File: src/rtl/adcc_regs.svh
// register offsets, field positions, reset values and timing counts
`ifndef ADCC_REGS_SVH
`define ADCC_REGS_SVH
`define ADCC_OFS_CLKDIV    8'hF2
`define ADCC_OFS_CONTROL   8'hF3
`define ADCC_OFS_RES_LOW   8'hF4
`define ADCC_OFS_RES_HIGH  8'hF5
`define ADCC_OFS_PIN_ASGN  8'hF6
`define ADCC_BIT_START     3
`define ADCC_BIT_DONE      4
`define ADCC_BIT_POWER     5
`define ADCC_BIT_PIDLE     6
`define ADCC_RST_BYTE      8'h00
`define ADCC_CONV_CYCLES   4'hB
`define ADCC_SETUP_NS      4000
`define ADCC_CLK_NS        10
`define ADCC_SETUP_CYCLES  ((`ADCC_SETUP_NS + `ADCC_CLK_NS - 1) / `ADCC_CLK_NS)
`endif

File: src/rtl/adcc_pkg.sv
// types shared by the converter control block
package adcc_pkg;
    typedef enum logic [2:0] {
        ADCC_IDLE = 3'b001,
        ADCC_SAMPLE = 3'b010,
        ADCC_CONVERT = 3'b100
    } adcc_state_type;

    typedef struct packed {
        logic       pseudo_idle;
        logic       power;
        logic       done;
        logic       start;
        logic [2:0] input_select;
    } adcc_control_type;

    typedef struct packed {
        logic       write_en;
        logic       read_en;
        logic [7:0] addr;
        logic [7:0] wdata;
    } adcc_sfr_req_type;
endpackage

File: src/rtl/adcc_top.sv
// converter control: sfr registers, start/done sequencing, pin assignment
//
// Contract
// - writing start bit one begins a conversion
// - start bit stays high until conversion completes
// - done flag sets with result; software clears
// - interrupt while done flag and enable set
// - select field picks input zero to seven
// - core result passed unchanged: full scale 3FF
// - converter clock is cpu divided by prescaler
// - power bit zero puts converter in standby
// - pseudo idle halts cpu during conversion
// - pin assign bit one makes pin analog
// - reserved bits read zero, software writes zero
// - conversion lasts eleven converter clocks
// - only done interrupt wakes pseudo idle
// - start ignored on non-analog selected pin
`timescale 1ns/1ps
`include "adcc_regs.svh"
module adcc_top
    import adcc_pkg::*;
(
    input  wire logic             clk,
    input  wire logic             rstn,
    input  wire adcc_sfr_req_type sfr_req,
    output logic [7:0]            sfr_rdata,
    input  wire logic             conv_irq_enable,
    input  wire logic             global_irq_enable,
    input  wire logic             double_speed_mode,
    input  wire logic [9:0]       converter_result,
    input  wire logic             other_irq_pending,
    output logic [2:0]            converter_input,
    output logic                  converter_power,
    output logic                  converter_sample,
    output logic                  converter_convert,
    output logic [7:0]            pin_analog_select_bits,
    output logic                  cpu_halt,
    output logic                  conv_irq,
    output logic                  other_irq_release,
    output logic                  setup_done
);
    adcc_control_type control_q;
    adcc_control_type control_d;
    adcc_state_type   state_q;
    adcc_state_type   state_d;
    logic [4:0]       clock_divide_field_q;
    logic [4:0]       clock_divide_field_d;
    logic [7:0]       pin_assign_q;
    logic [7:0]       pin_assign_d;
    logic [7:0]       result_high_q;
    logic [7:0]       result_high_d;
    logic [1:0]       result_low_q;
    logic [1:0]       result_low_d;
    logic [3:0]       tick_count_q;
    logic [3:0]       tick_count_d;
    logic             idle_run_q;
    logic             idle_run_d;
    logic [8:0]       setup_count_q;
    logic [8:0]       setup_count_d;
    logic [7:0]       rdata_q;
    logic [7:0]       rdata_d;
    logic             tick;
    logic             wr_control;
    logic             start_req;
    logic             finish;

    adcc_divider u_divider (
        .clk                (clk),
        .rstn               (rstn),
        .run                (state_q != ADCC_IDLE),
        .double_speed_mode  (double_speed_mode),
        .clock_divide_field (clock_divide_field_q),
        .tick               (tick)
    );

    assign wr_control = sfr_req.write_en
                        && sfr_req.addr == `ADCC_OFS_CONTROL;
    // a start on a pin still in digital use is dropped
    assign start_req = wr_control && sfr_req.wdata[`ADCC_BIT_START]
                       && control_q.power
                       && pin_assign_q[sfr_req.wdata[2:0]];
    // sample-and-hold tick plus ten bit ticks
    assign finish = state_q == ADCC_CONVERT && tick
                    && tick_count_q == `ADCC_CONV_CYCLES - 4'h1;

    always_comb begin
        control_d            = control_q;
        clock_divide_field_d = clock_divide_field_q;
        pin_assign_d         = pin_assign_q;
        result_high_d        = result_high_q;
        result_low_d         = result_low_q;
        idle_run_d           = idle_run_q;
        if (sfr_req.write_en) begin
            if (sfr_req.addr == `ADCC_OFS_CLKDIV) begin
                clock_divide_field_d = sfr_req.wdata[4:0];
            end else if (sfr_req.addr == `ADCC_OFS_PIN_ASGN) begin
                pin_assign_d = sfr_req.wdata;
            end
        end
        if (wr_control) begin
            control_d.input_select = sfr_req.wdata[2:0];
            control_d.power = sfr_req.wdata[`ADCC_BIT_POWER];
            control_d.pseudo_idle = sfr_req.wdata[`ADCC_BIT_PIDLE];
            // done flag: software may only clear it
            if (!sfr_req.wdata[`ADCC_BIT_DONE]) begin
                control_d.done = 1'b0;
            end
        end
        if (start_req && state_q == ADCC_IDLE) begin
            control_d.start = 1'b1;
            idle_run_d = sfr_req.wdata[`ADCC_BIT_PIDLE];
        end
        if (finish) begin
            // set wins over a same-cycle software clear
            control_d.start = 1'b0;
            control_d.done  = 1'b1;
            idle_run_d      = 1'b0;
            result_high_d   = converter_result[9:2];
            result_low_d    = converter_result[1:0];
        end
        // standby drops a running conversion, so neither the busy bit
        // nor the cpu halt may be left stuck high
        if (!control_d.power) begin
            control_d.start = 1'b0;
            idle_run_d      = 1'b0;
        end
    end

    always_comb begin
        state_d      = state_q;
        tick_count_d = tick_count_q;
        case (state_q)
            ADCC_IDLE: begin
                tick_count_d = 4'h0;
                if (start_req) begin
                    state_d = ADCC_SAMPLE;
                end
            end
            ADCC_SAMPLE: begin
                if (tick) begin
                    tick_count_d = 4'h1;
                    state_d      = ADCC_CONVERT;
                end
            end
            ADCC_CONVERT: begin
                if (finish) begin
                    state_d = ADCC_IDLE;
                end else if (tick) begin
                    tick_count_d = 4'(tick_count_q + 4'h1);
                end
            end
            default: begin
                state_d = ADCC_IDLE;
            end
        endcase
        // standby aborts a running conversion
        if (!control_d.power) begin
            state_d = ADCC_IDLE;
        end
    end

    always_comb begin
        setup_count_d = setup_count_q;
        if (!control_q.power) begin
            setup_count_d = 9'h000;
        end else if (setup_count_q != 9'(`ADCC_SETUP_CYCLES)) begin
            setup_count_d = 9'(setup_count_q + 9'h001);
        end
    end

    always_comb begin
        rdata_d = 8'h00;
        if (sfr_req.read_en) begin
            // reserved bits read as zero
            if (sfr_req.addr == `ADCC_OFS_CLKDIV) begin
                rdata_d = {3'h0, clock_divide_field_q};
            end else if (sfr_req.addr == `ADCC_OFS_CONTROL) begin
                rdata_d = {1'b0, control_q};
            end else if (sfr_req.addr == `ADCC_OFS_RES_LOW) begin
                rdata_d = {6'h00, result_low_q};
            end else if (sfr_req.addr == `ADCC_OFS_RES_HIGH) begin
                rdata_d = result_high_q;
            end else if (sfr_req.addr == `ADCC_OFS_PIN_ASGN) begin
                rdata_d = pin_assign_q;
            end
        end
    end

    always_ff @(posedge clk or negedge rstn) begin
        if (!rstn) begin
            control_q            <= adcc_control_type'(7'(`ADCC_RST_BYTE));
            state_q              <= ADCC_IDLE;
            clock_divide_field_q <= 5'h00;
            pin_assign_q         <= `ADCC_RST_BYTE;
            result_high_q        <= `ADCC_RST_BYTE;
            result_low_q         <= 2'h0;
            tick_count_q         <= 4'h0;
            idle_run_q           <= 1'b0;
            setup_count_q        <= 9'h000;
            rdata_q              <= `ADCC_RST_BYTE;
        end else begin
            control_q            <= control_d;
            state_q              <= state_d;
            clock_divide_field_q <= clock_divide_field_d;
            pin_assign_q         <= pin_assign_d;
            result_high_q        <= result_high_d;
            result_low_q         <= result_low_d;
            tick_count_q         <= tick_count_d;
            idle_run_q           <= idle_run_d;
            setup_count_q        <= setup_count_d;
            rdata_q              <= rdata_d;
        end
    end

    assign sfr_rdata              = rdata_q;
    assign converter_input        = control_q.input_select;
    assign converter_power        = control_q.power;
    assign converter_sample       = state_q == ADCC_SAMPLE;
    assign converter_convert      = state_q == ADCC_CONVERT;
    assign pin_analog_select_bits = pin_assign_q;
    assign cpu_halt               = idle_run_q;
    assign conv_irq = control_q.done && conv_irq_enable && global_irq_enable;
    // other sources held off while pseudo idle runs
    assign other_irq_release      = other_irq_pending && !idle_run_q;
    assign setup_done = setup_count_q == 9'(`ADCC_SETUP_CYCLES);
endmodule

File: src/rtl/adcc_divider.sv
// converter clock tick generator: cpu clock / (2 or 4 * (divide + 1))
`timescale 1ns/1ps
module adcc_divider
    import adcc_pkg::*;
(
    input  wire logic       clk,
    input  wire logic       rstn,
    input  wire logic       run,
    input  wire logic       double_speed_mode,
    input  wire logic [4:0] clock_divide_field,
    output logic            tick
);
    logic [6:0] count_q;
    logic [6:0] count_d;
    logic [6:0] limit;
    logic       tick_d;
    logic       tick_q;

    always_comb begin
        // period minus one, in cpu cycles
        if (double_speed_mode) begin
            limit = 7'({clock_divide_field, 1'b0} + 6'h01);
        end else begin
            limit = 7'({clock_divide_field, 2'b00} + 7'h03);
        end
        tick_d = 1'b0;
        if (!run) begin
            count_d = 7'h00;
        end else if (count_q >= limit) begin
            count_d = 7'h00;
            tick_d  = 1'b1;
        end else begin
            count_d = 7'(count_q + 7'h01);
        end
    end

    always_ff @(posedge clk or negedge rstn) begin
        if (!rstn) begin
            count_q <= 7'h00;
            tick_q  <= 1'b0;
        end else begin
            count_q <= count_d;
            tick_q  <= tick_d;
        end
    end

    assign tick = tick_q;
endmodule

File: config.mk
export PLATFORM = sky130hd
export DESIGN_NAME = adcc_top
export DESIGN_NICKNAME = d
export VERILOG_FILES = /design/src/rtl/adcc_pkg.sv /design/src/rtl/adcc_top.sv /design/src/rtl/adcc_divider.sv
export VERILOG_INCLUDE_DIRS = /design/src /design/src/rtl
export SDC_FILE = /design/constraint.sdc
export NUM_CORES = 1
export LEC_CHECK = 0
export CELL_PAD_IN_SITES_DETAIL_PLACEMENT = 0
export CELL_PAD_IN_SITES_GLOBAL_PLACEMENT = 1
export CORE_MARGIN = 10
export CORE_UTILIZATION = 40
export DETAILED_ROUTE_END_ITERATION = 6
export DONT_BUFFER_PORTS = 1
export GPL_TIMING_DRIVEN = 0
export PLACE_DENSITY_LB_ADDON = 0.08
export SLEW_MARGIN = 20
export SYNTH_ARGS = -nofsm -noshare
export SYNTH_HDL_FRONTEND = slang
export SYNTH_HIERARCHICAL = 1
export SYNTH_SLANG_ARGS = --single-unit
File: constraint.sdc
create_clock -name clk -period 2 [get_ports clk]
set_input_delay 0.3 -clock clk [delete_from_list [all_inputs] [get_ports clk]]
set_output_delay 0.3 -clock clk [all_outputs]
set_load 0.01 [all_outputs]
==> flow_metrics.env <==
export IMPL_ioPinCount=60
export IMPL_track_usage_pct=12.8
export IMPL_grt_pass1_vias=2386
export IMPL_hold_viol=0
export IMPL_hold_class="input port to flop"
export IMPL_detail_route_iter0_violations=91
export IMPL_cts_tree="yes"
export IMPL_p_leak_uw=0.00165
export IMPL_fp_dieArea_um2=12300
export IMPL_seq_area_frac_synth_pct=47.9
export IMPL_ir_drop_mv=0.333
export IMPL_path_cells="inv_1, ha_1, nand3b_1, or2_2, nor2_4, buf_6, mux2_2"
export IMPL_finClkSkew_ns=0.00989
export IMPL_ant_nets=0
export IMPL_syn_cell_area_um2=3300
export IMPL_yosysWarnings=6
export IMPL_remaining_drc_errors=0
export IMPL_cp_data_arrival_time_ns=2.07
export IMPL_grt_max_degree=64
export IMPL_firstDrtPassIters=4
export IMPL_setup_viol=0
export IMPL_drive_above_1_share_pct=20.7
export IMPL_fmax_ghz=0.542
export IMPL_synth_async_reset_ratio_pct=100
export IMPL_worst_path_max_delay_cell="dfrtp_1"
export IMPL_ys_top_cells_by_count="62 x dfrtp_1, 26 x mux2_2, 20 x nor2_1"
export IMPL_crit_type="flop to flop"
export IMPL_rows=33
export IMPL_clock_sinks=63
export IMPL_yosysUniqueCellTypes=52
export IMPL_antenna_cells=0
export IMPL_die_width_um=111
export IMPL_numPortBuffers=0
export IMPL_fp_coreArea_um2=8130
export IMPL_synth_top_area_share_pct=47.1
export IMPL_worst_slew_pin_slew_ns=0.631
export IMPL_viasPerCell=5.40
export IMPL_crit_fanout=10
export IMPL_synthTopCellsByArea="dfrtp_1 47%, mux2_2 8.9%, mux2i_1 4.3%"
export IMPL_crit_required_ns=2.23
export IMPL_antenna_found_initial=0
export IMPL_cp_start_kind="flop"
export IMPL_maxCapViolations=0
export IMPL_wl_per_cell_um=18.6
export IMPL_cp_end_kind="flop"
export IMPL_fin_crit_ns=1.84
export IMPL_final_nets=349
export IMPL_regArea_um2=1580
export IMPL_rsz0062_at_grt="no"
export IMPL_grt_overflow=0
export IMPL_grt_pass1_wl_mm=12.9
export IMPL_powerDensity_nw_per_um2=712
export IMPL_synth_edf_count=0
export IMPL_maxSlewHeadroom_pct=57.9
export IMPL_synth_cells=291
export IMPL_yosys_most_used_dff="dfrtp_1"
export IMPL_area_growth_synth_to_final_pct=11.6
export IMPL_synth_net_count=336
export IMPL_hpwl_mm=5.82
export IMPL_place_ws_ns=0.0676
export IMPL_root_buffer="clkbuf_8"
export IMPL_die_height_um=111
export IMPL_ys_ff_latch=63
export IMPL_start_util_pct=40.5
export IMPL_clk_pin_slew_worst_paths_ns=0.08
export IMPL_fin_crit_sh_pct=92.2
export IMPL_multiInputGateArea_um2=1620
export IMPL_post_synth_top_count_cell="dfrtp_1"
export IMPL_yosysTopAreaCell="dfrtp_1"
export IMPL_cpPeakStageDelay_ns=0.40
export IMPL_gp_congestion=0.768
export IMPL_n_fill_cell=746
export IMPL_clock_latency_ns=0.34
export IMPL_htree_levels=3
export IMPL_num_vias=2234
export IMPL_status="complete, no violations"
export IMPL_totalWireLength_mm=7.70
export IMPL_setup_tns_ns=0
export IMPL_drv_slew=0
export IMPL_whs_ns=0.0782
export IMPL_fin_ws_ns=0.156
export IMPL_cts_buffers=9
export IMPL_clockBufferDepth=2
export IMPL_syn_mean_instance_area_um2=11.3
==> power breakdown <==
part	internal, µW	switching [µW]	leakage [µW]
clock network	614	532	0.0000989
logic	61.1	88.9	0.000689
registers	1290	28.7	0.000864
total	1970	650	0.00165
==> critical path: cells and delay by family (launching register included) <==
kind	cells	cell delay [ns]
AND/OR/NAND/NOR	3	0.57
buffers and inverters	2	0.27
multiplexers	1	0.34
adder cells (fa/ha/maj)	1	0.15
flip-flops	1	0.40
==> through the flow <==
stage                     total power [µW]  utilization, %  instances  cell area, µm²
after floorplan                       1430               -        291            3300
after global placement                1470            42.1        396            3430
after detailed placement              1470            42.1        396            3430
after CTS                             2660            45.1        414            3670
after global routing                  2720            45.2        414            3680
final                                 2620            45.2        414            3680
==> kinds of logic (layout without fill, tap and decap cells) <==
| logic type | after synthesis | in the layout | share of synthesized area [%] |
|---|---|---|---|
| and+or+nand+nor | 98 | 98 | 18.4 |
| AOI/OAI and AO/OA | 46 | 46 | 10.1 |
| buffers and inverters | 21 | 39 | 3.19 |
| adders and majority gates | 11 | 11 | 4.18 |
| muxes | 40 | 40 | 13.1 |
| xor gates and xnor gates | 12 | 12 | 3.19 |
| DFF | 63 | 63 | 47.9 |
==> metal layers <==
metal / wire (µm) / part of all wire (%) / track usage, % / vias up
met5: 0 / 0 / 0 / -
li1: - / - / - / 1073
met1: 3750 / 49 / 17.4 / 1086
met3: 527 / 6.8 / 4.33 / 11
met2: 3300 / 43 / 18.2 / 64
met4: 119 / 1.5 / 4.69 / 0
==> state kept, by name, indices dropped and copies added, names as in the netlist <==
name,flops
pin_analog_select_bits,8
state_q,3
control_q,3
tick_count_q,4
result_low_q,2
u_divider/count_q,7
setup_count_q,9
u_divider/tick,1
converter_input,3
converter_power,1
cpu_halt,1
sfr_rdata,8
clock_divide_field_q,5
result_high_q,8
==> cell usage in the layout, fill, tap and decap left out, types with 2 or more instances in the layout <==
cell type / n
nor3b_1: 3
ha_1: 11
buf_4: 4
and2b_1: 2
and2_1: 7
nor3_4: 2
clkinvlp_4: 2
nand3_1: 12
inv_1: 10
nand3b_1: 6
and3_1: 6
a2bb2oi_1: 3
clkbuf_8: 10
a21oi_1: 10
nand2_1: 10
o22ai_1: 3
xnor2_1: 7
dfrtp_1: 62
clkbuf_1: 4
nor2_1: 20
a32oi_1: 3
a211oi_1: 3
nand2b_1: 3
mux2_2: 26
a22oi_1: 4
mux2i_1: 14
or3_1: 2
or2_2: 2
xor2_1: 5
o311a_1: 2
buf_6: 2
o21ai_0: 10
nor2b_1: 12
==> worst paths after layout <==
| path | start | endpoint | slack (ns) | cells past startpoint |
|---|---|---|---|---|
| setup / recovery | tick_count_q[0] | result_high_q[4] | 0.16 | 7 |
| hold / removal | sfr_req[2] | converter_input[2] | 0.08 | 2 |
| setup reg to reg | tick_count_q[0] | result_high_q[4] | 0.16 | 7 |
| hold reg to reg | result_low_q[0] | result_low_q[0] | 0.51 | 1 |
| max in group asynchronous | rstn | state_q[0] | 1.19 | 2 |
| min in group asynchronous | rstn | setup_count_q[7] | 0.50 | 2 |
==> what timing repair did <==
action                     in CTS  in global routing
gates resized for setup         0                  2
buffers inserted                0                  0
setup endpoints to repair       0                  8
hold endpoints to repair       63                  0
hold buffers                    2                  0
==> final cells by class <==
class / count / share of cell area (%)
Buffer: 11 / 1.94
Clock buffer: 10 / 3.74
Clock inverter: 6 / 1.84
Inverter: 10 / 1.02
Multi-Input combinational cell: 207 / 44.0
Sequential cell: 63 / 42.9
Tap cell: 105 / 3.57
Timing Repair Buffer: 2 / 1.02
Note: power is estimated with default switching activity, not from simulation.
